## src/pwm_pkg.sv

```systemverilog
/*
 * Shared constants and types for the four-channel 10-bit modulator block:
 * register map, field positions, reset values, timing and carrier structs.
 * Assumes a 100 MHz system clock that also serves as the oscillator clock.
 */
package pwm_pkg;

	// ------------------------------------------------------------
	// Sizes and timing
	// ------------------------------------------------------------
	localparam int NUM_CH = 4;
	localparam int NUM_TMR = 2;
	localparam int CLK_PERIOD_NS = 10;
	localparam int TIMER_TICK_NS = 40;
	localparam int TICK_CYCLES = TIMER_TICK_NS / CLK_PERIOD_NS;

	// ------------------------------------------------------------
	// Register map: tile is address bits 7:4, sub offset bits 3:0
	// ------------------------------------------------------------
	localparam logic [3:0] TILE_TMR0 = 4'h0;
	localparam logic [3:0] TILE_COMMON = 4'h2;
	localparam logic [1:0] CH_REGION = 2'h1;
	localparam logic [3:0] SUB_TMR_CTL = 4'h0;
	localparam logic [3:0] SUB_TMR_LIMIT = 4'h4;
	localparam logic [3:0] SUB_TMR_COUNT = 4'h8;
	localparam logic [3:0] SUB_FLAGS = 4'h0;
	localparam logic [3:0] SUB_PIN_DIR = 4'h4;
	localparam logic [3:0] SUB_CH_CTL = 4'h0;
	localparam logic [3:0] SUB_CH_UPPER = 4'h4;
	localparam logic [3:0] SUB_CH_LOWER = 4'h8;

	// ------------------------------------------------------------
	// Field positions
	// ------------------------------------------------------------
	localparam int TMR_ON_BIT = 7;
	localparam int TMR_TIMER_PRESCALE_SELECT_LSB = 4;
	localparam int CTL_EN_BIT = 7;
	localparam int CTL_OUT_BIT = 5;
	localparam int CTL_POL_BIT = 4;
	localparam int CTL_TSEL_BIT = 0;
	localparam int LOWER_LSB = 6;

	// ------------------------------------------------------------
	// Reset values
	// ------------------------------------------------------------
	localparam logic [7:0] LIMIT_RST = 8'hff;
	localparam logic [3:0] PIN_DIR_RST = 4'hf;
	localparam logic [31:0] UNMAPPED_READ = 32'h0000_0000;

	// ------------------------------------------------------------
	// Carrier types
	// ------------------------------------------------------------
	typedef struct packed {
		logic on;
		logic [2:0] timer_prescale_select;
		logic [7:0] limit;
		logic [7:0] count;
		logic [8:0] pre;
	} timer_s;

	typedef struct packed {
		logic en;
		logic pol;
		logic tsel;
		logic [9:0] duty;
	} ch_cfg_s;

	typedef struct packed {
		logic restart;
		logic [9:0] base_next;
	} tbase_s;

	typedef struct packed {
		logic [9:0] buffer;
		logic active;
		logic out;
	} ch_state_s;

	typedef struct packed {
		timer_s [NUM_TMR-1:0] tmr;
		ch_cfg_s [NUM_CH-1:0] ch;
		logic [NUM_CH-1:0] pin_dir;
		logic [NUM_TMR-1:0] flag;
		logic ack;
		logic [31:0] dat;
	} top_state_s;

endpackage

```

## src/pwm_channel.sv

```systemverilog
/*
 * One 10-bit modulator channel: shadow duty buffer, active flag and the
 * registered output level. Assumes the time base and restart pulse come
 * from the shared period timers in the parent block.
 */
`timescale 1ns/100ps
module pwm_channel
	import pwm_pkg::*;
(
	// Clock and reset
	input wire logic clk_i,
	input wire logic rst_i,
	// Control
	input wire logic hold_i,
	input wire ch_cfg_s cfg_i,
	input wire tbase_s tb_i,
	// Output level
	output logic out_o
);

	ch_state_s st;
	ch_state_s next_st;

	// ------------------------------------------------------------
	// Next state
	// ------------------------------------------------------------
	always_comb begin
		next_st = st;
		if (!hold_i) begin
			if (tb_i.restart) begin
				next_st.buffer = cfg_i.duty; // RQ4
				next_st.active = (cfg_i.duty != 10'h000); // RQ3
			end else if (tb_i.base_next == st.buffer) begin
				// Duty above the period never matches, so the pin stays put
				next_st.active = 1'b0; // RQ19 RQ7 RQ8
			end
			next_st.out = cfg_i.en ? (next_st.active ^ cfg_i.pol) : cfg_i.pol; // RQ10 RQ11
		end
	end

	always_ff @(posedge clk_i) begin
		if (rst_i) begin
			st <= '0; // RQ15
		end else begin
			st <= next_st;
		end
	end

	assign out_o = st.out;

	// ------------------------------------------------------------
	// Checks
	// ------------------------------------------------------------
	AST_SHADOW_LOAD: assert property (@(posedge clk_i) disable iff (rst_i) // RQ4
		tb_i.restart && !hold_i |=> st.buffer == $past(cfg_i.duty))
		else $error("Duty buffer did not load at restart");
	AST_SHADOW_HOLD: assert property (@(posedge clk_i) disable iff (rst_i) // RQ4
		!tb_i.restart |=> $stable(st.buffer))
		else $error("Duty buffer changed mid-period");
	AST_ZERO_DUTY: assert property (@(posedge clk_i) disable iff (rst_i) // RQ3
		tb_i.restart && !hold_i && cfg_i.duty == 10'h000 |=> out_o == $past(cfg_i.pol))
		else $error("Zero duty drove the active level");
	AST_SET_AT_START: assert property (@(posedge clk_i) disable iff (rst_i) // RQ3
		tb_i.restart && !hold_i && cfg_i.en && cfg_i.duty != 10'h000 |=> out_o != $past(cfg_i.pol))
		else $error("Output not active at period start");
	AST_MATCH_CLEAR: assert property (@(posedge clk_i) disable iff (rst_i) // RQ19
		!tb_i.restart && !hold_i && tb_i.base_next == st.buffer |=> out_o == $past(cfg_i.pol))
		else $error("Output not inactive after duty match");
	AST_IDLE: assert property (@(posedge clk_i) disable iff (rst_i) // RQ11
		!hold_i && !cfg_i.en |=> out_o == $past(cfg_i.pol))
		else $error("Disabled channel left idle level");
	AST_FREEZE: assert property (@(posedge clk_i) disable iff (rst_i) // RQ14
		hold_i |=> $stable(out_o) && $stable(st.buffer) && $stable(st.active))
		else $error("Channel state moved during sleep");

endmodule

```

## src/pwm_quad.sv

```systemverilog
/*
 * Four independent 10-bit modulators sharing two 8-bit period timers,
 * with a classic Wishbone register slave. Assumes the system clock is the
 * oscillator clock and that the bus master follows single classic cycles.
 */
// Decided for this implementation: the Wishbone interface to the registers and the register offsets.
// Summary of operation
// (RQ1) Period equals limit plus one, times four clocks, times prescale.
// (RQ2) Increment after count matches limit clears count and starts a period.
// (RQ3) Output goes active at period start unless buffered duty is zero.
// (RQ4) Duty written anytime; shadow buffer loads only at period restart.
// (RQ5) Duty is ten bits: upper register eight MSBs, lower bits 7:6 LSBs.
// (RQ6) Time base is count plus two low bits from clock phase or prescaler.
// (RQ7) Active width equals duty times clock period times prescale.
// (RQ8) Active fraction equals duty over four times limit plus one.
// (RQ9) Resolution is log2 of four times limit plus one, ten bits at 255.
// (RQ10) Polarity picks idle level; active drive is the opposite level.
// (RQ11) With enable cleared the output holds the idle level.
// (RQ12) Software selects the prescale of the quarter-rate clock for the period timer.
// (RQ13) Each channel selects its own timer independently.
// (RQ14) In sleep timers stop, state freezes, outputs hold, resume on wake.
// (RQ15) Reset returns all registers to reset values and pins to input.
// (RQ16) Software setup order: driver off, polarity, period, duty, timer, enable.
// (RQ17) Software may enable together with polarity if a full first cycle is optional.
// (RQ18) Four identical independent channels, each with own control and duty.
// (RQ19) When time base equals buffered duty the output goes inactive.
// (RQ20) Extension bits clear with the count at each period restart.
`timescale 1ns/100ps
module pwm_quad
	import pwm_pkg::*;
(
	// Clock and reset
	input wire logic clk_i,
	input wire logic rst_i,
	// Wishbone slave
	input wire logic cyc_i,
	input wire logic stb_i,
	input wire logic we_i,
	input wire logic [7:0] adr_i,
	input wire logic [3:0] sel_i,
	input wire logic [31:0] dat_i,
	output logic [31:0] dat_o,
	output logic ack_o,
	// Power state
	input wire logic sleep_i,
	// Pins
	output logic [NUM_CH-1:0] pwm_o,
	output logic [NUM_CH-1:0] pwm_oe_n_o
);

	top_state_s st;
	top_state_s next_st;
	tbase_s [NUM_TMR-1:0] tb;
	logic [NUM_TMR-1:0] restart;
	logic [NUM_TMR-1:0] set_flag;
	logic [NUM_CH-1:0] level;
	logic [31:0] rdata;
	logic bus_req;
	logic wr;
	logic [3:0] tile;
	logic [3:0] sub;

	// ------------------------------------------------------------
	// Helpers
	// ------------------------------------------------------------
	// Last value of the oscillator-cycle counter before a timer step
	function automatic logic [8:0] pre_last(input logic [2:0] timer_prescale_select);
		logic [8:0] span;
		span = 9'(TICK_CYCLES) << timer_prescale_select; // RQ1 RQ12
		return span - 9'h001;
	endfunction

	// Quarter-step bits: clock phase at 1:1, prescaler bits otherwise
	function automatic logic [1:0] ext_bits(input logic [8:0] pre, input logic [2:0] timer_prescale_select);
		logic [8:0] shifted;
		shifted = pre >> timer_prescale_select; // RQ6
		return shifted[1:0];
	endfunction

	// ------------------------------------------------------------
	// Timers and register file
	// ------------------------------------------------------------
	always_comb begin
		next_st = st;
		restart = '0;
		set_flag = '0;
		rdata = UNMAPPED_READ;
		bus_req = cyc_i && stb_i && !st.ack;
		wr = bus_req && we_i && sel_i[0];
		tile = adr_i[7:4];
		sub = adr_i[3:0];

		// Timers freeze in sleep; the held count resumes on wake
		for (int t = 0; t < NUM_TMR; t++) begin
			if (st.tmr[t].on && !sleep_i) begin // RQ14
				if (st.tmr[t].pre == pre_last(st.tmr[t].timer_prescale_select)) begin
					next_st.tmr[t].pre = 9'h000; // RQ20
					if (st.tmr[t].count == st.tmr[t].limit) begin
						next_st.tmr[t].count = 8'h00; // RQ2
						restart[t] = 1'b1; // RQ2
						set_flag[t] = 1'b1;
					end else begin
						next_st.tmr[t].count = st.tmr[t].count + 8'h01;
					end
				end else begin
					next_st.tmr[t].pre = st.tmr[t].pre + 9'h001;
				end
			end
		end

		// Timer tiles
		for (int t = 0; t < NUM_TMR; t++) begin
			if (tile == TILE_TMR0 + 4'(t)) begin
				case (sub)
					SUB_TMR_CTL: begin
						rdata[TMR_ON_BIT] = st.tmr[t].on;
						rdata[TMR_TIMER_PRESCALE_SELECT_LSB +: 3] = st.tmr[t].timer_prescale_select;
						if (wr) begin
							next_st.tmr[t].on = dat_i[TMR_ON_BIT];
							next_st.tmr[t].timer_prescale_select = dat_i[TMR_TIMER_PRESCALE_SELECT_LSB +: 3];
						end
					end
					SUB_TMR_LIMIT: begin
						rdata[7:0] = st.tmr[t].limit;
						if (wr) begin
							next_st.tmr[t].limit = dat_i[7:0]; // RQ9
						end
					end
					SUB_TMR_COUNT: begin
						rdata[7:0] = st.tmr[t].count;
						// A count write also restarts the quarter steps
						if (wr) begin
							next_st.tmr[t].count = dat_i[7:0];
							next_st.tmr[t].pre = 9'h000;
						end
					end
					default: begin
						rdata = UNMAPPED_READ;
					end
				endcase
			end
		end

		// Common tile: restart flags and pin directions
		if (tile == TILE_COMMON) begin
			case (sub)
				SUB_FLAGS: begin
					rdata[NUM_TMR-1:0] = st.flag;
					if (wr) begin
						next_st.flag = st.flag & ~dat_i[NUM_TMR-1:0];
					end
				end
				SUB_PIN_DIR: begin
					rdata[NUM_CH-1:0] = st.pin_dir;
					if (wr) begin
						next_st.pin_dir = dat_i[NUM_CH-1:0];
					end
				end
				default: begin
					rdata = UNMAPPED_READ;
				end
			endcase
		end

		// Channel tiles
		for (int c = 0; c < NUM_CH; c++) begin
			if (adr_i[7:6] == CH_REGION && adr_i[5:4] == 2'(c)) begin
				case (sub)
					SUB_CH_CTL: begin
						rdata[CTL_EN_BIT] = st.ch[c].en;
						rdata[CTL_OUT_BIT] = level[c];
						rdata[CTL_POL_BIT] = st.ch[c].pol;
						rdata[CTL_TSEL_BIT] = st.ch[c].tsel;
						if (wr) begin
							next_st.ch[c].en = dat_i[CTL_EN_BIT];
							next_st.ch[c].pol = dat_i[CTL_POL_BIT];
							next_st.ch[c].tsel = dat_i[CTL_TSEL_BIT]; // RQ13
						end
					end
					SUB_CH_UPPER: begin
						rdata[7:0] = st.ch[c].duty[9:2];
						if (wr) begin
							next_st.ch[c].duty[9:2] = dat_i[7:0]; // RQ5
						end
					end
					SUB_CH_LOWER: begin
						rdata[LOWER_LSB +: 2] = st.ch[c].duty[1:0];
						if (wr) begin
							next_st.ch[c].duty[1:0] = dat_i[LOWER_LSB +: 2]; // RQ5
						end
					end
					default: begin
						rdata = UNMAPPED_READ;
					end
				endcase
			end
		end

		// A restart in the clearing cycle keeps its flag
		next_st.flag = next_st.flag | set_flag;
		next_st.ack = bus_req;
		next_st.dat = bus_req ? rdata : 32'h0000_0000;

		for (int t = 0; t < NUM_TMR; t++) begin
			tb[t].restart = restart[t];
			tb[t].base_next = {next_st.tmr[t].count, ext_bits(next_st.tmr[t].pre, next_st.tmr[t].timer_prescale_select)}; // RQ6 RQ9
		end
	end

	always_ff @(posedge clk_i) begin
		if (rst_i) begin
			st <= '0; // RQ15
			st.pin_dir <= PIN_DIR_RST; // RQ15
			for (int t = 0; t < NUM_TMR; t++) begin
				st.tmr[t].limit <= LIMIT_RST;
			end
		end else begin
			st <= next_st;
		end
	end

	// ------------------------------------------------------------
	// Channels
	// ------------------------------------------------------------
	for (genvar c = 0; c < NUM_CH; c++) begin : g_ch
		pwm_channel u_ch ( // RQ18
			.clk_i(clk_i),
			.rst_i(rst_i),
			.hold_i(sleep_i),
			.cfg_i(st.ch[c]),
			.tb_i(tb[st.ch[c].tsel]), // RQ13
			.out_o(level[c])
		);
	end

	assign pwm_o = level;
	assign pwm_oe_n_o = st.pin_dir;
	assign dat_o = st.dat;
	assign ack_o = st.ack;

	// ------------------------------------------------------------
	// Checks
	// ------------------------------------------------------------
	// Oscillator cycles since the last restart of timer 0
	logic [16:0] per_cnt;
	logic per_valid;
	logic tmr0_wr;
	logic [16:0] per_expect;

	assign tmr0_wr = wr && tile == TILE_TMR0;
	assign per_expect = 17'(({9'h000, st.tmr[0].limit} + 17'h00001) << (4'(st.tmr[0].timer_prescale_select) + 4'h2)) - 17'h00001;

	always_ff @(posedge clk_i) begin
		if (rst_i || tmr0_wr) begin
			per_cnt <= 17'h00000;
			per_valid <= 1'b0;
		end else if (restart[0]) begin
			per_cnt <= 17'h00000;
			per_valid <= 1'b1;
		end else if (st.tmr[0].on && !sleep_i) begin
			per_cnt <= per_cnt + 17'h00001;
		end
	end

	AST_PERIOD: assert property (@(posedge clk_i) disable iff (rst_i) // RQ1
		restart[0] && per_valid |-> per_cnt == per_expect)
		else $error("Timer period length wrong");
	AST_COUNT_CLEAR: assert property (@(posedge clk_i) disable iff (rst_i) // RQ2
		restart[0] && !tmr0_wr |=> st.tmr[0].count == 8'h00 && st.tmr[0].pre == 9'h000)
		else $error("Count not cleared at restart");
	AST_EXT_ZERO: assert property (@(posedge clk_i) disable iff (rst_i) // RQ20
		restart[1] |=> ext_bits(st.tmr[1].pre, st.tmr[1].timer_prescale_select) == 2'h0)
		else $error("Extension bits not cleared at restart");
	AST_SLEEP_TIMER: assert property (@(posedge clk_i) disable iff (rst_i) // RQ14
		sleep_i && !wr |=> $stable(st.tmr) && $stable(pwm_o))
		else $error("Timer moved during sleep");
	AST_RESET_PIN: assert property (@(posedge clk_i) // RQ15
		rst_i |=> pwm_oe_n_o == PIN_DIR_RST && pwm_o == '0 && !ack_o && st.ch == '0)
		else $error("Reset did not release pins");
	AST_FLAG_SET: assert property (@(posedge clk_i) disable iff (rst_i)
		restart[0] |=> st.flag[0])
		else $error("Restart flag lost");
	AST_NO_RESTART_OFF: assert property (@(posedge clk_i) disable iff (rst_i) // RQ2
		!st.tmr[1].on |-> !restart[1] ##1 (st.tmr[1].count == $past(st.tmr[1].count) || $past(wr)))
		else $error("Stopped timer advanced");

	// Same period check for the second timer, which runs the prescaled channel
	logic [16:0] per1_cnt;
	logic per1_valid;
	logic tmr1_wr;
	logic [16:0] per1_expect;

	assign tmr1_wr = wr && tile == TILE_TMR0 + 4'h1;
	assign per1_expect = 17'(({9'h000, st.tmr[1].limit} + 17'h00001) << (4'(st.tmr[1].timer_prescale_select) + 4'h2)) - 17'h00001;

	always_ff @(posedge clk_i) begin
		if (rst_i || tmr1_wr) begin
			per1_cnt <= 17'h00000;
			per1_valid <= 1'b0;
		end else if (restart[1]) begin
			per1_cnt <= 17'h00000;
			per1_valid <= 1'b1;
		end else if (st.tmr[1].on && !sleep_i) begin
			per1_cnt <= per1_cnt + 17'h00001;
		end
	end

	AST_PERIOD_T1: assert property (@(posedge clk_i) disable iff (rst_i) // RQ1
		restart[1] && per1_valid |-> per1_cnt == per1_expect)
		else $error("Second timer period length wrong");

	// ------------------------------------------------------------
	// Bus and register checks
	// ------------------------------------------------------------
	// Registered answer: one wait state, then a one-cycle pulse
	AST_ACK_ANSWER: assert property (@(posedge clk_i) disable iff (rst_i)
		cyc_i && stb_i && !ack_o |=> ack_o)
		else $error("Request not answered in the next cycle");
	AST_ACK_PULSE: assert property (@(posedge clk_i) disable iff (rst_i)
		ack_o |=> !ack_o)
		else $error("Acknowledge held longer than one cycle");
	AST_DAT_IDLE: assert property (@(posedge clk_i) disable iff (rst_i)
		!ack_o |-> dat_o == 32'h0000_0000)
		else $error("Read data not zero outside acknowledge");
	AST_FLAG_CLEAR: assert property (@(posedge clk_i) disable iff (rst_i)
		wr && tile == TILE_COMMON && sub == SUB_FLAGS && dat_i[0] && !restart[0] |=> !st.flag[0])
		else $error("Restart flag not cleared by write");
	// Set wins over a clear in the same cycle
	AST_FLAG_SET_T1: assert property (@(posedge clk_i) disable iff (rst_i)
		restart[1] |=> st.flag[1])
		else $error("Second restart flag lost");
	AST_PIN_DIR: assert property (@(posedge clk_i) disable iff (rst_i)
		wr && tile == TILE_COMMON && sub == SUB_PIN_DIR |=> pwm_oe_n_o == $past(dat_i[NUM_CH-1:0]))
		else $error("Pin direction write not applied");
	AST_COUNT_WRITE: assert property (@(posedge clk_i) disable iff (rst_i)
		wr && tile == TILE_TMR0 && sub == SUB_TMR_COUNT |=> st.tmr[0].count == $past(dat_i[7:0]) && st.tmr[0].pre == 9'h000)
		else $error("Count write not applied");
	AST_DUTY_UPPER: assert property (@(posedge clk_i) disable iff (rst_i) // RQ5
		wr && adr_i[7:6] == CH_REGION && adr_i[5:4] == 2'h0 && sub == SUB_CH_UPPER |=> st.ch[0].duty[9:2] == $past(dat_i[7:0]))
		else $error("Upper duty bits not stored");
	AST_DUTY_LOWER: assert property (@(posedge clk_i) disable iff (rst_i) // RQ5
		wr && adr_i[7:6] == CH_REGION && adr_i[5:4] == 2'h0 && sub == SUB_CH_LOWER |=> st.ch[0].duty[1:0] == $past(dat_i[LOWER_LSB +: 2]))
		else $error("Lower duty bits not stored");
	AST_CTL_WRITE: assert property (@(posedge clk_i) disable iff (rst_i) // RQ13
		wr && adr_i[7:6] == CH_REGION && adr_i[5:4] == 2'h1 && sub == SUB_CH_CTL |=> st.ch[1].tsel == $past(dat_i[CTL_TSEL_BIT]) && st.ch[1].pol == $past(dat_i[CTL_POL_BIT]))
		else $error("Channel control write not applied");

endmodule

```

## config.mk

```make
export PLATFORM = sky130hd
export DESIGN_NAME = pwm_quad
export DESIGN_NICKNAME = d
export VERILOG_FILES = /design/src/pwm_pkg.sv /design/src/pwm_channel.sv /design/src/pwm_quad.sv
export SDC_FILE = /design/constraint.sdc
export NUM_CORES = 1
export LEC_CHECK = 0
export BUFFER_PORTS_ARGS = -buffer_cell sky130_fd_sc_hd__buf_2
export CORE_ASPECT_RATIO = 1.5
export CORE_UTILIZATION = 60
export CTS_CLUSTER_SIZE = 16
export DETAILED_ROUTE_END_ITERATION = 8
export PLACE_DENSITY = 0.8
export SLEW_MARGIN = 20
export SYNTH_ARGS = -nofsm -noshare
export SYNTH_HDL_FRONTEND = slang
export SYNTH_SLANG_ARGS = --single-unit
```

## constraint.sdc

```tcl
create_clock -name clk_i -period 12.1 [get_ports clk_i]
set_input_delay 0.605 -clock clk_i [delete_from_list [all_inputs] [get_ports clk_i]]
set_output_delay 0.605 -clock clk_i [all_outputs]
set_load 0.005 [all_outputs]
```

---- Word level (Yosys, flattened, before mapping) ----
Index checks and enable logic that the tools add are counted.
storage, ports and cells
  flip-flop bits (word level) ............. 197
  latch bits .............................. 0
  RAM bits ................................ 0
  bits in read-only memories .............. 0
  input port bits ......................... 50
  logic and storage cells ................. 223
  memories kept ........................... 0
cells by class
  add/sub/neg operators ................... 6
  multipliers ............................. 0
  divide/modulo/power cells ............... 0
  $lt $le $gt $ge ......................... 4
  equal/unequal tests ..................... 16
  shifts and indexed selects .............. 4
  multiplexer cells ....................... 94
  bitwise logic cells ..................... 9
  reductions and logical operators ........ 44
operator list
  kind                                               count
  2-to-1 mux 32 bit                                  6
  2-to-1 mux 24 bit                                  5
  2-to-1 mux 17 bit                                  6
  2-to-1 mux 11 bit                                  8
  2-to-1 mux 28 bit                                  3
  2-to-1 mux 8 bit                                   9
  AND reduction 3 bit                                17
  == test 10 bit                                     4
  nonzero test 10 bit                                4
  one-hot mux 1 bit (3 select lines)                 12
  one-hot mux 4 bit (3 select lines)                 3
  one-hot mux 2 bit (3 select lines)                 4
  one-hot mux 3 bit (2 select lines)                 4
  2-to-1 mux 1 bit                                   22
  adder 9 x 1 -> 9 bit (second input constant)       2
  == test 9 bit                                      2
  2-to-1 mux 9 bit                                   2
  left shift 3 x 3 -> 9 bit (first input constant)   2
  right shift 9 x 3 -> 2 bit                         2
  subtractor 9 x 1 -> 9 bit (second input constant)  2
  adder 8 x 1 -> 8 bit (second input constant)       2
  == test 8 bit                                      2
  2-to-1 mux 3 bit                                   4
  logical AND 1 bit                                  10
  other kinds (21)                                   40

---- Longest topological paths before layout ----
Gate-level depths: netlist of the first run.
  depth after elaboration ................. 17
  mapped depth ............................ 17

---- Modules after synthesis ----
From an unflattened synthesis of the first run, not the netlist that was laid out.
second synthesis, totals
  cell total of the unflattened synthesis .. 1301
  area, all modules ....................... 10322.4 µm²
modules (own cells, without submodules)
  module       instances  cells an instance  area an instance (µm²)  sequential area each (µm²)
  pwm_quad     1          989                7875.1                  2502.4
  pwm_channel  4          78                 611.8                   240.2

---- Worst setup path after synthesis of the first run ----
No wires, ideal clock.
  kind .................................... register to register
  start point ............................. register st[118] (netlist name)
  end point ............................... register g_ch[0].u_ch.st, in the netlist g_ch[0].u_ch.out_o
  arrival time ............................ 4.152 ns
  required time ........................... 11.988 ns
  slack ................................... 7.836 ns
  cell stages (with the launch flop) ...... 17
  period minus slack after synthesis ...... 4.264 ns
  cell sequence ........................... dfxtp_1 > buf_2 > or3_1 > ha_1 > buf_2 > or3_1 > a21oi_1 > o32ai_2 > or4_1 > buf_2 > nor3b_2 > a2111oi_0 > a2111oi_2 > a32oi_1 > or3b_1 > o2111a_1 > a2111oi_1
between the ends
  word-level cells in the longest chain between the ends .. 17
RTL lines
  element                                                   RTL line           source
  start: declaration                                        pwm_quad.sv:51     top_state_s st;
  start signal: assignment                                  pwm_quad.sv:218    st <= next_st;
  left shift 3 x 3 -> 9 bit                                 pwm_quad.sv:69     span = 9'(TICK_CYCLES) << timer_prescale_select;
  subtractor 9 x 1 -> 9 bit                                 pwm_quad.sv:70     return span - 9'h001;
  == test 9 bit                                             pwm_quad.sv:96     if (st.tmr[t].pre == pre_last(st.tmr[t].timer_prescale_select)) begin
  2-to-1 mux 9 bit                                          pwm_quad.sv:96
  2-to-1 mux 17 bit                                         pwm_quad.sv:95     if (st.tmr[t].on && !sleep_i) begin
  2-to-1 mux 17 bit                                         pwm_quad.sv:132    if (wr) begin
  2-to-1 mux 17 bit                                         pwm_quad.sv:114    case (sub)
  2-to-1 mux 28 bit                                         pwm_quad.sv:113    if (tile == TILE_TMR0 + 4'(t)) begin
  right shift 9 x 3 -> 2 bit                                pwm_quad.sv:76     shifted = pre >> timer_prescale_select;
  2-to-1 mux 11 bit (implied by the code) (*) (2 in a row)  pwm_quad.sv:231    .tb_i(tb[st.ch[c].tsel]),
  == test 10 bit                                            pwm_channel.sv:33  end else if (tb_i.base_next == st.buffer) begin
  2-to-1 mux 1 bit                                          pwm_channel.sv:33
  2-to-1 mux 1 bit (*)                                      pwm_channel.sv:30  if (tb_i.restart) begin
  2-to-1 mux 1 bit (*)                                      pwm_channel.sv:29  if (!hold_i) begin
  XOR 1 bit (*)                                             pwm_channel.sv:37  next_st.out = cfg_i.en ? (next_st.active ^ cfg_i.pol) : cfg_i.pol;
  2-to-1 mux 1 bit (*)                                      pwm_channel.sv:37
  end signal: assignment                                    pwm_channel.sv:45  st <= next_st;
  end: declaration                                          pwm_channel.sv:21  ch_state_s st;
Every way passes the cells marked *; elsewhere a longest branch is shown, timed or not. The select of a mux whose other input is x is not followed.
A chain may end at the register's enable or synchronous reset.

---- Final worst setup path of the first run ----
Ends and elaborated chain as after synthesis.

==> results of run 1 <==
## kinds of logic (layout without fill, tap and decap cells)
family,count (synthesis),after routing,share of synthesized area [%]
compound gates,407,407,24.1
xor+xnor,91,91,6.85
fa+ha+maj,5,5,0.538
buf+inv,178,115,7.39
flops,173,173,29.8
mux,78,78,6.82
other cells,1,24,0.0322
simple gates,566,566,24.5
## power breakdown
part	total (W)	internal (W)	switching (W)
Clock	0.000572	0.000315	0.000257
Combinational	0.0000657	0.0000145	0.0000512
Sequential	0.000571	0.000570	0.00000105
Total	0.00121	0.000899	0.000310
## metal layers
layer	part of all wire (%)	GRT usage, %	vias up
li1	-	-	5278
met1	36	47.4	5470
met2	46	65.3	677
met3	8.7	9.18	230
met4	9.9	36.5	0
met5	0	0	-
## state kept, by name, indices dropped and copies added, names as in the netlist
| signal | count |
|---|---|
| g_ch.u_ch.st | 44 |
| pwm_oe_n_o | 4 |
| g_ch.u_ch.out_o | 4 |
| dat_o | 8 |
| ack_o | 1 |
| st | 112 |
## cell type report
class | count | area (sq um)
clock inverters | 13 | 154
well taps | 256 | 320
inverters | 26 | 97.6
clock buffers | 19 | 443
fillers | 1742 | 6870
repair buffers | 57 | 333
multi-input cells | 1171 | 7410
flip-flops and latches | 173 | 3460
## metrics by stage
step	power, W	hold slack [ns]	cells
4_1_cts	0.00121	0.464	1715
6_report	0.00121	0.468	1715
3_3_place_gp	0.000646	0.442	1683
2_1_floorplan	0.000629	0.432	1522
3_5_place_dp	0.000647	0.453	1683
5_1_grt	0.00123	0.490	1715
## worst max path at each step
stage          slack [ns]                              end               start  cells past startpoint
6_report             6.62  g_ch[0].u_ch.out_o$_SDFFE_PP0N_  st[118]$_SDFF_PP0_                     13
3_5_place_dp         7.03  g_ch[0].u_ch.out_o$_SDFFE_PP0N_  st[118]$_SDFF_PP0_                     13
2_1_floorplan        7.84  g_ch[0].u_ch.out_o$_SDFFE_PP0N_  st[118]$_SDFF_PP0_                     16
5_1_grt              6.48  g_ch[0].u_ch.out_o$_SDFFE_PP0N_  st[118]$_SDFF_PP0_                     13
3_3_place_gp         7.03  g_ch[0].u_ch.out_o$_SDFFE_PP0N_  st[118]$_SDFF_PP0_                     13
4_1_cts              7.00  g_ch[0].u_ch.out_o$_SDFFE_PP0N_  st[118]$_SDFF_PP0_                     13
## worst min-delay path: stages (launching register included)
cell and delay, ns:
sky130_fd_sc_hd__dfxtp_1 0.31, sky130_fd_sc_hd__nand2_1 0.06, sky130_fd_sc_hd__a21oi_1 0.05
## synth_stat cells, types with 6 or more instances
master | n | share of area (%)
sky130_fd_sc_hd__o31a_1 | 6 | 0.45
sky130_fd_sc_hd__nand3_1 | 30 | 1.3
sky130_fd_sc_hd__o31ai_1 | 10 | 0.65
sky130_fd_sc_hd__nor2_1 | 172 | 5.5
sky130_fd_sc_hd__buf_4 | 41 | 2.6
sky130_fd_sc_hd__o21a_1 | 7 | 0.45
sky130_fd_sc_hd__a22oi_1 | 33 | 2.1
sky130_fd_sc_hd__a211oi_1 | 13 | 0.84
sky130_fd_sc_hd__nand2_1 | 133 | 4.3
sky130_fd_sc_hd__mux2_2 | 7 | 0.68
sky130_fd_sc_hd__nor3_1 | 36 | 1.5
sky130_fd_sc_hd__a31oi_1 | 15 | 0.81
sky130_fd_sc_hd__or2_2 | 7 | 0.38
sky130_fd_sc_hd__buf_1 | 9 | 0.29
sky130_fd_sc_hd__nor4_1 | 20 | 1.1
sky130_fd_sc_hd__o211ai_1 | 6 | 0.39
sky130_fd_sc_hd__and2_1 | 9 | 0.48
sky130_fd_sc_hd__clkbuf_1 | 87 | 2.8
sky130_fd_sc_hd__a211o_1 | 23 | 1.7
sky130_fd_sc_hd__inv_1 | 25 | 0.81
sky130_fd_sc_hd__buf_2 | 12 | 0.52
sky130_fd_sc_hd__o211a_1 | 6 | 0.52
sky130_fd_sc_hd__dfxtp_1 | 173 | 30
sky130_fd_sc_hd__nand4_1 | 19 | 1.0
sky130_fd_sc_hd__or4_1 | 8 | 0.52
sky130_fd_sc_hd__o21ai_0 | 71 | 3.1
sky130_fd_sc_hd__o41ai_1 | 8 | 0.60
sky130_fd_sc_hd__a21o_1 | 7 | 0.45
sky130_fd_sc_hd__a21oi_1 | 107 | 4.6
sky130_fd_sc_hd__xor2_1 | 28 | 2.1
sky130_fd_sc_hd__or3_1 | 16 | 0.86
sky130_fd_sc_hd__nand2b_1 | 9 | 0.48
sky130_fd_sc_hd__nand3b_1 | 13 | 0.84
sky130_fd_sc_hd__nor2b_1 | 41 | 2.2
sky130_fd_sc_hd__and3_1 | 17 | 0.91
sky130_fd_sc_hd__xnor2_1 | 63 | 4.7
sky130_fd_sc_hd__o22ai_1 | 19 | 1.0
sky130_fd_sc_hd__mux2i_1 | 70 | 6.0
==> impl_metrics.xml, run 1 <==
<?xml version="1.0" encoding="UTF-8"?>
<metrics>
  <group name="drt">
    <metric name="via_density_per_instance" unit="">6.80</metric>
    <metric name="drt_drc_violations_left" unit="">0</metric>
    <metric name="route.vias.total" unit="">11700</metric>
    <metric name="drt_first_iter_violations" unit="">1489</metric>
    <metric name="route.detailed.wl_per_inst" unit="microns">24.1</metric>
    <metric name="drt_pass1_iterations" unit="">6</metric>
    <metric name="totalWireLength" unit="microns">41300</metric>
    <metric name="ant_nets" unit="">0</metric>
  </group>
  <group name="setup_path">
    <metric name="critical_path.cell_chain" unit="">or3_1 -&gt; ha_1 -&gt; nor4bb_1 -&gt; a221o_1 -&gt; o32ai_2 -&gt; or3_1 -&gt; nand2_1 -&gt; nor3_1 -&gt; a21oi_1 -&gt; a32oi_1 -&gt; or3b_1 -&gt; o21ai_0 -&gt; a2111oi_1</metric>
    <metric name="crit_path_max_fanout" unit="">16</metric>
    <metric name="worst-r2r-setup-slack" unit="ns">6.62</metric>
    <metric name="cp_data_required_time" unit="ns">12.44</metric>
    <metric name="cpLargestDelayFamily" unit="">simple AND/OR/NAND/NOR gates</metric>
    <metric name="cp_num_buf_inv" unit="">0</metric>
    <metric name="critical_path_class" unit="">flip-flop to flip-flop</metric>
    <metric name="critPathCaptureType" unit="">flip-flop</metric>
    <metric name="worstRegToRegCells" unit="">13</metric>
    <metric name="timing.critical_path.mode_cell" unit="">sky130_fd_sc_hd__or3_1</metric>
    <metric name="cpPeakStageDelay" unit="ns">1.02</metric>
    <metric name="timing.critical_path.from_type" unit="">flip-flop</metric>
    <metric name="critical_path.reg2reg.startpoint" unit="">st[118]$_SDFF_PP0_</metric>
    <metric name="cp.arrival" unit="ns">5.82</metric>
    <metric name="slowest_stage" unit="">sky130_fd_sc_hd__nor3_1</metric>
    <metric name="capture_point_of_the_worst_reg_to_reg_path" unit="">g_ch[0].u_ch.out_o$_SDFFE_PP0N_</metric>
  </group>
  <group name="die">
    <metric name="io_pins" unit="">91</metric>
    <metric name="dieArea" unit="sq um">20000</metric>
    <metric name="starting_density" unit="%">61.0</metric>
    <metric name="num_rows" unit="">62</metric>
    <metric name="core_area" unit="sq um">19100</metric>
    <metric name="floorplan.die.height" unit="microns">173</metric>
    <metric name="die_w" unit="microns">116</metric>
  </group>
  <group name="synth">
    <metric name="avgSynthCellArea" unit="sq um">7.76</metric>
    <metric name="synth_top_flop_cell" unit="">sky130_fd_sc_hd__dfxtp_1</metric>
    <metric name="postSynthRegisterBits" unit="">173</metric>
    <metric name="proportion_of_synthesized_flip_flops_having_asynchronous_set_or_reset" unit="%">0</metric>
    <metric name="synth.yosys.seq_area_share" unit="%">29.8</metric>
    <metric name="yosysWarningCount" unit="">0</metric>
    <metric name="ys_types" unit="">97</metric>
    <metric name="postSynthCellCount" unit="">1499</metric>
    <metric name="synthesis.area" unit="sq um">11600</metric>
    <metric name="synth_edf_count" unit="">0</metric>
  </group>
  <group name="global_route">
    <metric name="grt_pass1_vias" unit="">10700</metric>
    <metric name="grt_start_max_net_pins" unit="">78</metric>
    <metric name="grt_overflow" unit="">0</metric>
    <metric name="grt_antenna_before_repair" unit="">0</metric>
    <metric name="grt_pass1_wl" unit="microns">61800</metric>
    <metric name="globalRouteTotalUtil" unit="%">41.8</metric>
  </group>
  <group name="hold_path">
    <metric name="min_path_cells" unit="">2</metric>
    <metric name="worstHoldStart" unit="">g_ch[1].u_ch.st[1]$_SDFFE_PP0N_</metric>
    <metric name="timing.hold.worst.class" unit="">flip-flop to flip-flop</metric>
    <metric name="hold_end" unit="">g_ch[1].u_ch.st[1]$_SDFFE_PP0N_</metric>
  </group>
  <group name="power">
    <metric name="leakage" unit="nW">4.33</metric>
    <metric name="powerDensity" unit="nW/um^2">98.9</metric>
    <metric name="ir_worst_vdd" unit="uV">124</metric>
  </group>
  <group name="clock_tree">
    <metric name="cts.path.max_buffers" unit="">2</metric>
    <metric name="post_cts_repair_resize_count" unit="">0</metric>
    <metric name="clock-root-buffer" unit="">sky130_fd_sc_hd__clkbuf_16</metric>
    <metric name="cts_post_setup_buffers_inserted" unit="">0</metric>
    <metric name="ctsHtreeMaxLevel" unit="">4</metric>
    <metric name="total_cts_buffers" unit="">17</metric>
    <metric name="cts.reportedPaths.clkPinSlew" unit="ns">0.07</metric>
    <metric name="clkLatencyLatePin" unit="ns">0.45</metric>
    <metric name="cts_tree" unit="">built</metric>
    <metric name="holdBufCountCts" unit="">0</metric>
    <metric name="clkSinkCount" unit="">173</metric>
  </group>
  <group name="job">
    <metric name="cap_violations" unit="">0</metric>
  </group>
  <group name="finish">
    <metric name="final_area" unit="sq um">12200</metric>
    <metric name="finalNetCount" unit="">1501</metric>
    <metric name="final_cell_mix" unit="">173 x sky130_fd_sc_hd__dfxtp_1, 172 x sky130_fd_sc_hd__nor2_1, 133 x sky130_fd_sc_hd__nand2_1</metric>
    <metric name="synthToLayoutAreaGrowth" unit="%">4.99</metric>
    <metric name="final_common_cell" unit="">sky130_fd_sc_hd__dfxtp_1</metric>
    <metric name="finish.utilization" unit="%">64.0</metric>
    <metric name="drive_gt1_share" unit="%">8.91</metric>
    <metric name="antennaDiodeCount" unit="">0</metric>
  </group>
  <group name="sta">
    <metric name="finalSetupViolations" unit="">0</metric>
    <metric name="slew_violations" unit="">0</metric>
    <metric name="fmaxAchievable" unit="MHz">182</metric>
    <metric name="totalNegativeSetupSlack" unit="ns">0</metric>
    <metric name="worst_slack" unit="ns">6.62</metric>
    <metric name="fin_skew" unit="ns">0.00834</metric>
    <metric name="timing.slew.headroom" unit="%">20.6</metric>
    <metric name="period_minus_slack" unit="ns">5.48</metric>
    <metric name="grt_setup_unrepaired" unit="">no</metric>
    <metric name="fin_crit_sh" unit="%">45.3</metric>
    <metric name="final-hold-violation-count" unit="">0</metric>
    <metric name="tightestPinTransition" unit="ns">1.18</metric>
  </group>
  <group name="placed_design">
    <metric name="dp_hpwl" unit="microns">29300</metric>
    <metric name="preCtsSetupSlack" unit="ns">7.03</metric>
    <metric name="gpl.final_weighted_congestion" unit="">1.05</metric>
    <metric name="dpl_cell_area" unit="sq um">11600</metric>
    <metric name="total_of_buffers_placed_on_input_and_output_ports" unit="">39</metric>
  </group>
  <group name="status">
    <metric name="outcome" unit="">finished clean</metric>
  </group>
</metrics>
Note: power is estimated with default switching activity, not from simulation.
==> run 2, diff against run 1 <==
==> constraint.sdc (replaced) <==
create_clock -name clk_i -period 5.2 [get_ports clk_i]
set_input_delay 0.26 -clock clk_i [delete_from_list [all_inputs] [get_ports clk_i]]
set_output_delay 0.26 -clock clk_i [all_outputs]
set_load 0.005 [all_outputs]
==> impl_metrics.xml, run 2 (same netlist as run 1, synthesis figures left out) <==
<?xml version="1.0" encoding="UTF-8"?>
<metrics>
  <group name="status">
    <metric name="outcome" unit="">finished clean</metric>
  </group>
  <group name="die">
    <metric name="num_rows" unit="">62</metric>
    <metric name="die_w" unit="microns">116</metric>
    <metric name="io_pins" unit="">91</metric>
    <metric name="dieArea" unit="sq um">20000</metric>
    <metric name="starting_density" unit="%">61.0</metric>
    <metric name="core_area" unit="sq um">19100</metric>
    <metric name="floorplan.die.height" unit="microns">173</metric>
  </group>
  <group name="placed_design">
    <metric name="gpl.final_weighted_congestion" unit="">1.08</metric>
    <metric name="dp_hpwl" unit="microns">29800</metric>
    <metric name="dp.cells" unit="">1703</metric>
    <metric name="total_of_buffers_placed_on_input_and_output_ports" unit="">39</metric>
    <metric name="dpl_cell_area" unit="sq um">11800</metric>
  </group>
  <group name="drt">
    <metric name="drt_pass1_iterations" unit="">8</metric>
    <metric name="totalWireLength" unit="microns">41800</metric>
    <metric name="route.vias.total" unit="">11900</metric>
    <metric name="route.detailed.wl_per_inst" unit="microns">24.1</metric>
    <metric name="drt_first_iter_violations" unit="">1336</metric>
    <metric name="via_density_per_instance" unit="">6.87</metric>
    <metric name="drt_drc_violations_left" unit="">0</metric>
    <metric name="ant_nets" unit="">0</metric>
  </group>
  <group name="hold_path">
    <metric name="timing.hold.worst.class" unit="">input port to flip-flop</metric>
  </group>
  <group name="finish">
    <metric name="number_of_flip_flops_in_the_largest_register" unit="">112</metric>
    <metric name="fillerInstances" unit="">1729</metric>
    <metric name="finalNetCount" unit="">1521</metric>
    <metric name="finish.utilization" unit="%">64.8</metric>
    <metric name="antennaDiodeCount" unit="">0</metric>
    <metric name="post_layout_nonfiller_instances" unit="">1735</metric>
    <metric name="final_common_cell" unit="">sky130_fd_sc_hd__dfxtp_1</metric>
    <metric name="drive_gt1_share" unit="%">10.3</metric>
    <metric name="final_area" unit="sq um">12400</metric>
    <metric name="final_cell_mix" unit="">173 x sky130_fd_sc_hd__dfxtp_1, 171 x sky130_fd_sc_hd__nor2_1, 133 x sky130_fd_sc_hd__nand2_1</metric>
    <metric name="reg_with_most_ffs" unit="">st</metric>
    <metric name="synthToLayoutAreaGrowth" unit="%">6.19</metric>
  </group>
  <group name="power">
    <metric name="intPower" unit="W">0.00208</metric>
    <metric name="pwr-share-seq" unit="%">47.3</metric>
    <metric name="power.switching_fraction" unit="%">25.9</metric>
    <metric name="ir_worst_vdd" unit="uV">407</metric>
    <metric name="leakage" unit="nW">4.43</metric>
    <metric name="powerDensity" unit="nW/um^2">227</metric>
    <metric name="clockPowerShare" unit="%">47.0</metric>
    <metric name="combinationalPowerShare" unit="%">5.6</metric>
    <metric name="switchingPower" unit="W">0.000728</metric>
  </group>
  <group name="setup_path">
    <metric name="worst-r2r-setup-slack" unit="ns">0.39</metric>
    <metric name="critPathCaptureType" unit="">flip-flop</metric>
    <metric name="critical_path_class" unit="">flip-flop to flip-flop</metric>
    <metric name="timing.critical_path.from_type" unit="">flip-flop</metric>
    <metric name="crit_path_max_fanout" unit="">13</metric>
    <metric name="cp.arrival" unit="ns">5.15</metric>
    <metric name="cp_data_required_time" unit="ns">5.54</metric>
  </group>
  <group name="global_route">
    <metric name="grt_pass1_vias" unit="">10900</metric>
    <metric name="grt_antenna_before_repair" unit="">0</metric>
    <metric name="grt_overflow" unit="">0</metric>
    <metric name="grt_start_max_net_pins" unit="">88</metric>
    <metric name="grt_pass1_wl" unit="microns">62100</metric>
    <metric name="globalRouteTotalUtil" unit="%">41.9</metric>
  </group>
  <group name="sta">
    <metric name="finalSetupViolations" unit="">0</metric>
    <metric name="fmaxAchievable" unit="MHz">208</metric>
    <metric name="fin_crit_sh" unit="%">92.5</metric>
    <metric name="period_minus_slack" unit="ns">4.81</metric>
    <metric name="final-hold-violation-count" unit="">0</metric>
    <metric name="fin_skew" unit="ns">0.0130</metric>
    <metric name="totalNegativeSetupSlack" unit="ns">0</metric>
    <metric name="tightestPinTransition" unit="ns">0.996</metric>
    <metric name="grt_setup_unrepaired" unit="">no</metric>
    <metric name="timing.slew.headroom" unit="%">33.1</metric>
    <metric name="slew_violations" unit="">0</metric>
  </group>
  <group name="job">
    <metric name="cap_violations" unit="">0</metric>
  </group>
  <group name="clock_tree">
    <metric name="post_cts_repair_resize_count" unit="">0</metric>
    <metric name="clkSinkCount" unit="">173</metric>
    <metric name="ctsHtreeMaxLevel" unit="">4</metric>
    <metric name="cts_post_setup_buffers_inserted" unit="">0</metric>
    <metric name="clkLatencyLatePin" unit="ns">0.46</metric>
    <metric name="cts.reportedPaths.clkPinSlew" unit="ns">0.08</metric>
    <metric name="cts_tree" unit="">built</metric>
    <metric name="total_cts_buffers" unit="">17</metric>
    <metric name="cts.path.max_buffers" unit="">2</metric>
    <metric name="clock-root-buffer" unit="">sky130_fd_sc_hd__clkbuf_16</metric>
    <metric name="holdBufCountCts" unit="">0</metric>
  </group>
</metrics>
run 2: through the flow:
| step | power (W) | setup WS (ns) | hold slack, ns |
|---|---|---|---|
| finish | 0.00281 | 0.388 | 0.296 |
| global route | 0.00285 | 0.0688 | 0.275 |
| CTS | 0.00279 | 0.448 | 0.263 |
| detailed placement | 0.00151 | 0.486 | 0.451 |
| global placement | 0.00151 | 0.627 | 0.444 |
| floorplan | 0.00146 | 0.936 | 0.432 |
run 2: worst paths after layout:
kind,startpoint,endpoint,depth (start not counted)
setup / recovery,st[117]$_SDFF_PP0_,g_ch[0].u_ch.out_o$_SDFFE_PP0N_,14
hold / removal,dat_i[3],st[57]$_SDFFE_PP0P_,3
setup reg to reg,st[117]$_SDFF_PP0_,g_ch[0].u_ch.out_o$_SDFFE_PP0N_,14
hold reg to reg,g_ch[3].u_ch.st[1]$_SDFFE_PP0N_,g_ch[3].u_ch.st[1]$_SDFFE_PP0N_,2
run 2: cell type report:
class / instances / area, sq um / share of cell area, %
well taps: 256 / 320 / 2.59
multi-input cells: 1171 / 7410 / 60.0
inverters: 26 / 97.6 / 0.790
repair buffers: 77 / 483 / 3.91
clock buffers: 17 / 425 / 3.44
clock inverters: 15 / 159 / 1.29
flip-flops and latches: 173 / 3460 / 28.0
run 2: layer usage:
layer	track usage [%]	up-vias	routed length, microns
met4	39.3	0	4630
li1	-	5332	-
met2	65.2	745	18800
met5	0	-	0
met1	46.5	5577	14700
met3	9.22	263	3660
run 2: power by group through the flow:
stage | combinational, W | sequential, W | clock (W)
6_report | 0.000157 | 0.00133 | 0.00132
2_1_floorplan | 0.000106 | 0.00136 | 0
3_3_place_gp | 0.000147 | 0.00136 | 0
5_1_grt | 0.000161 | 0.00133 | 0.00137
3_5_place_dp | 0.000149 | 0.00136 | 0
4_1_cts | 0.000149 | 0.00133 | 0.00132
run 2: worst max-delay path, cell delays in order, from the launching register on:
cell,delay [ns]
sky130_fd_sc_hd__dfxtp_1,0.45
sky130_fd_sc_hd__or3_1,0.40
sky130_fd_sc_hd__ha_1,0.32
sky130_fd_sc_hd__nor4bb_1,0.19
sky130_fd_sc_hd__a221o_1,0.38
sky130_fd_sc_hd__o32ai_2,0.55
sky130_fd_sc_hd__or3_1,0.32
sky130_fd_sc_hd__buf_4,0.19
sky130_fd_sc_hd__o21a_1,0.15
sky130_fd_sc_hd__a221oi_1,0.11
sky130_fd_sc_hd__a2111oi_2,0.38
sky130_fd_sc_hd__a32oi_1,0.15
sky130_fd_sc_hd__or3b_1,0.46
sky130_fd_sc_hd__o2111a_1,0.27
sky130_fd_sc_hd__a2111oi_1,0.36
==> run 3, diff against run 2 <==
--- a/config.mk
+++ b/config.mk
@@ -5,6 +5,7 @@
 export SDC_FILE = /design/constraint.sdc
 export NUM_CORES = 1
 export LEC_CHECK = 0
+export ABC_AREA = 1
 export BUFFER_PORTS_ARGS = -buffer_cell sky130_fd_sc_hd__buf_2
 export CORE_ASPECT_RATIO = 1.5
 export CORE_UTILIZATION = 60
==> impl_metrics.xml, run 3 <==
<?xml version="1.0" encoding="UTF-8"?>
<metrics>
  <group name="status">
    <metric name="outcome" unit="">finished clean</metric>
  </group>
  <group name="global_route">
    <metric name="grt_overflow" unit="">0</metric>
    <metric name="globalRouteTotalUtil" unit="%">42.4</metric>
    <metric name="grt_pass1_vias" unit="">10300</metric>
    <metric name="grt_antenna_before_repair" unit="">0</metric>
    <metric name="grt_pass1_wl" unit="microns">55800</metric>
    <metric name="grt_start_max_net_pins" unit="">107</metric>
  </group>
  <group name="setup_path">
    <metric name="worstRegToRegCells" unit="">25</metric>
    <metric name="crit_path_max_fanout" unit="">8</metric>
    <metric name="critical_path.reg2reg.startpoint" unit="">st[118]$_SDFF_PP0_</metric>
    <metric name="cp_data_required_time" unit="ns">5.55</metric>
    <metric name="capture_point_of_the_worst_reg_to_reg_path" unit="">g_ch[3].u_ch.out_o$_SDFFE_PP0N_</metric>
    <metric name="timing.critical_path.from_type" unit="">flip-flop</metric>
    <metric name="cp.arrival" unit="ns">4.55</metric>
    <metric name="critPathCaptureType" unit="">flip-flop</metric>
    <metric name="slowest_stage" unit="">sky130_fd_sc_hd__nand4_1</metric>
    <metric name="critical_path_class" unit="">flip-flop to flip-flop</metric>
    <metric name="cpPeakStageDelay" unit="ns">0.56</metric>
    <metric name="worst-r2r-setup-slack" unit="ns">1.01</metric>
  </group>
  <group name="synth">
    <metric name="ys_types" unit="">44</metric>
    <metric name="yosysWarningCount" unit="">0</metric>
    <metric name="synthMostInstantiatedCell" unit="">sky130_fd_sc_hd__nand2_1</metric>
    <metric name="postSynthRegisterBits" unit="">173</metric>
    <metric name="synth.yosys.seq_area_share" unit="%">32.9</metric>
    <metric name="synth_edf_count" unit="">0</metric>
    <metric name="yosysTopAreaCell" unit="">sky130_fd_sc_hd__dfxtp_1</metric>
    <metric name="synthesis.area" unit="sq um">10500</metric>
    <metric name="synth_commonest_cells" unit="">354 x sky130_fd_sc_hd__nand2_1, 197 x sky130_fd_sc_hd__inv_1, 191 x sky130_fd_sc_hd__nand3_1, 173 x sky130_fd_sc_hd__dfxtp_1, 141 x sky130_fd_sc_hd__o21ai_0</metric>
    <metric name="synth_top_cells_by_area" unit="">sky130_fd_sc_hd__dfxtp_1 33%, sky130_fd_sc_hd__nand2_1 13%, sky130_fd_sc_hd__nand3_1 9.1%</metric>
    <metric name="proportion_of_synthesized_flip_flops_having_asynchronous_set_or_reset" unit="%">0</metric>
    <metric name="avgSynthCellArea" unit="sq um">6.37</metric>
    <metric name="area_share_of_the_largest_cell_type_after_synthesis" unit="%">32.9</metric>
    <metric name="synth_top_flop_cell" unit="">sky130_fd_sc_hd__dfxtp_1</metric>
    <metric name="postSynthCellCount" unit="">1652</metric>
  </group>
  <group name="drt">
    <metric name="via_density_per_instance" unit="">6.16</metric>
    <metric name="drt_first_iter_violations" unit="">1254</metric>
    <metric name="totalWireLength" unit="microns">37600</metric>
    <metric name="drt_pass1_iterations" unit="">6</metric>
    <metric name="route.vias.total" unit="">11500</metric>
    <metric name="ant_nets" unit="">0</metric>
    <metric name="route.detailed.wl_per_inst" unit="microns">20.1</metric>
    <metric name="drt_drc_violations_left" unit="">0</metric>
  </group>
  <group name="die">
    <metric name="io_pins" unit="">91</metric>
    <metric name="core_area" unit="sq um">17300</metric>
    <metric name="dieArea" unit="sq um">18100</metric>
    <metric name="die_w" unit="microns">110</metric>
    <metric name="starting_density" unit="%">60.9</metric>
    <metric name="num_rows" unit="">59</metric>
    <metric name="floorplan.die.height" unit="microns">164</metric>
  </group>
  <group name="hold_path">
    <metric name="min_path_cells" unit="">3</metric>
    <metric name="hold_end" unit="">dat_o[1]$_SDFF_PP0_</metric>
    <metric name="worstHoldStart" unit="">stb_i</metric>
    <metric name="timing.hold.worst.class" unit="">input port to flip-flop</metric>
  </group>
  <group name="clock_tree">
    <metric name="cts_post_setup_buffers_inserted" unit="">0</metric>
    <metric name="total_cts_buffers" unit="">17</metric>
    <metric name="post_cts_repair_resize_count" unit="">0</metric>
    <metric name="clkLatencyLatePin" unit="ns">0.44</metric>
    <metric name="cts.path.max_buffers" unit="">2</metric>
    <metric name="clock-root-buffer" unit="">sky130_fd_sc_hd__clkbuf_16</metric>
    <metric name="ctsHtreeMaxLevel" unit="">4</metric>
    <metric name="holdBufCountCts" unit="">0</metric>
    <metric name="cts_tree" unit="">built</metric>
    <metric name="clkSinkCount" unit="">173</metric>
    <metric name="cts.reportedPaths.clkPinSlew" unit="ns">0.08</metric>
  </group>
  <group name="placed_design">
    <metric name="dp.cells" unit="">1840</metric>
    <metric name="dp_hpwl" unit="microns">27300</metric>
    <metric name="dpl_cell_area" unit="sq um">10600</metric>
    <metric name="gpl.final_weighted_congestion" unit="">1.00</metric>
    <metric name="total_of_buffers_placed_on_input_and_output_ports" unit="">39</metric>
  </group>
  <group name="sta">
    <metric name="fin_skew" unit="ns">0.0141</metric>
    <metric name="period_minus_slack" unit="ns">4.19</metric>
    <metric name="totalNegativeSetupSlack" unit="ns">0</metric>
    <metric name="final-hold-violation-count" unit="">0</metric>
    <metric name="timing.slew.headroom" unit="%">34.4</metric>
    <metric name="grt_setup_unrepaired" unit="">no</metric>
    <metric name="slew_violations" unit="">0</metric>
    <metric name="tightestPinTransition" unit="ns">0.976</metric>
    <metric name="fmaxAchievable" unit="MHz">238</metric>
    <metric name="finalSetupViolations" unit="">0</metric>
    <metric name="fin_crit_sh" unit="%">80.7</metric>
  </group>
  <group name="finish">
    <metric name="drive_gt1_share" unit="%">6.81</metric>
    <metric name="finalNetCount" unit="">1701</metric>
    <metric name="fillerInstances" unit="">1670</metric>
    <metric name="antennaDiodeCount" unit="">0</metric>
    <metric name="reg_with_most_ffs" unit="">st</metric>
    <metric name="multi_input_logic_area" unit="sq um">5810</metric>
    <metric name="seqCellArea" unit="sq um">3460</metric>
    <metric name="final_cell_mix" unit="">354 x sky130_fd_sc_hd__nand2_1, 196 x sky130_fd_sc_hd__inv_1, 191 x sky130_fd_sc_hd__nand3_1</metric>
    <metric name="final_common_cell" unit="">sky130_fd_sc_hd__nand2_1</metric>
    <metric name="final_area" unit="sq um">11200</metric>
    <metric name="synthToLayoutAreaGrowth" unit="%">6.66</metric>
    <metric name="post_layout_nonfiller_instances" unit="">1872</metric>
    <metric name="number_of_flip_flops_in_the_largest_register" unit="">112</metric>
  </group>
  <group name="power">
    <metric name="pwr-share-seq" unit="%">48.6</metric>
    <metric name="leakage" unit="nW">4.87</metric>
    <metric name="combinationalPowerShare" unit="%">4.2</metric>
    <metric name="power.switching_fraction" unit="%">26.9</metric>
    <metric name="intPower" unit="W">0.00200</metric>
    <metric name="ir_worst_vdd" unit="uV">245</metric>
    <metric name="clockPowerShare" unit="%">47.2</metric>
    <metric name="switchingPower" unit="W">0.000735</metric>
    <metric name="powerDensity" unit="nW/um^2">244</metric>
    <metric name="design_power_total" unit="W">0.00274</metric>
  </group>
  <group name="job">
    <metric name="cap_violations" unit="">0</metric>
  </group>
</metrics>
run 3: cell count changes in the layout (fill, tap and decap cells not counted), moves of 17 or more:
cell and delta:
sky130_fd_sc_hd__a211o_1 -23, sky130_fd_sc_hd__a21oi_1 +29, sky130_fd_sc_hd__a22oi_1 -32, sky130_fd_sc_hd__buf_4 -25, sky130_fd_sc_hd__inv_1 +171, sky130_fd_sc_hd__mux2i_1 -70
sky130_fd_sc_hd__nand2_1 +221, sky130_fd_sc_hd__nand3_1 +161, sky130_fd_sc_hd__nand4_1 +28, sky130_fd_sc_hd__nor2_1 -39, sky130_fd_sc_hd__nor2b_1 -41, sky130_fd_sc_hd__nor3_1 -17
sky130_fd_sc_hd__o21ai_0 +70, sky130_fd_sc_hd__xnor2_1 -63
run 3: cell type report:
class | count | area share [%]
inverters | 212 | 7.09
flip-flops and latches | 173 | 30.9
well taps | 213 | 2.37
clock buffers | 17 | 3.79
clock inverters | 15 | 1.47
multi-input cells | 1189 | 51.7
repair buffers | 53 | 2.68
run 3: cells by family (layout without fill, tap and decap cells):
logic type	after synthesis	count (layout)	share of synthesized area [%]
xor gates and xnor gates	24	24	2.00
buffers and inverters	313	297	12.7
other	1	24	0.0356
adders and majority gates	5	5	0.594
DFF	173	173	32.9
and+or+nand+nor	789	789	33.5
AOI/OAI and AO/OA	347	347	18.2
run 3: power by group through the flow:
stage	clock, W	sequential (W)	combinational (W)
2_1_floorplan	0	0.00136	0.0000773
6_report	0.00129	0.00133	0.000116
5_1_grt	0.00134	0.00133	0.000122
4_1_cts	0.00129	0.00133	0.000110
3_3_place_gp	0	0.00136	0.000109
3_5_place_dp	0	0.00136	0.000109
run 3: metrics by stage:
step           setup WS [ns]  hold slack (ns)  util (%)
2_1_floorplan           2.33            0.386         -
3_3_place_gp            1.21            0.464      61.6
3_5_place_dp            1.13            0.465      61.6
4_1_cts                 1.13            0.119      65.0
5_1_grt                0.653            0.126      65.0
6_report                1.01            0.118      65.0
run 3: worst max path at each step:
| stage | start | to | slack (ns) | cells after the start |
|---|---|---|---|---|
| 2_1_floorplan | st[117]$_SDFF_PP0_ | g_ch[2].u_ch.out_o$_SDFFE_PP0N_ | 2.33 | 26 |
| 3_5_place_dp | st[117]$_SDFF_PP0_ | g_ch[2].u_ch.out_o$_SDFFE_PP0N_ | 1.13 | 26 |
| 6_report | st[118]$_SDFF_PP0_ | g_ch[3].u_ch.out_o$_SDFFE_PP0N_ | 1.01 | 25 |
| 3_3_place_gp | st[117]$_SDFF_PP0_ | g_ch[2].u_ch.out_o$_SDFFE_PP0N_ | 1.21 | 26 |
| 5_1_grt | st[117]$_SDFF_PP0_ | g_ch[3].u_ch.out_o$_SDFFE_PP0N_ | 0.65 | 26 |
| 4_1_cts | st[117]$_SDFF_PP0_ | g_ch[2].u_ch.out_o$_SDFFE_PP0N_ | 1.13 | 26 |
run 3: critical path: cells and delay by family, from the launching register on:
family,cells,cell delay [ns]
buffers and inverters,2,0.12
adder cells (fa/ha/maj),1,0.33
AND/OR/NAND/NOR,22,3.22
flip-flops,1,0.41
run 3: per-layer routing:
| metal | part of all wire, % | global-route usage, % | vias to the layer above | routed length [microns] |
|---|---|---|---|---|
| li1 | - | - | 5447 | - |
| met1 | 34 | 43.7 | 5189 | 12700 |
| met2 | 48 | 71.3 | 685 | 17900 |
| met3 | 9.2 | 9.76 | 214 | 3450 |
| met4 | 9.5 | 35.9 | 0 | 3560 |
| met5 | 0 | 0 | - | 0 |
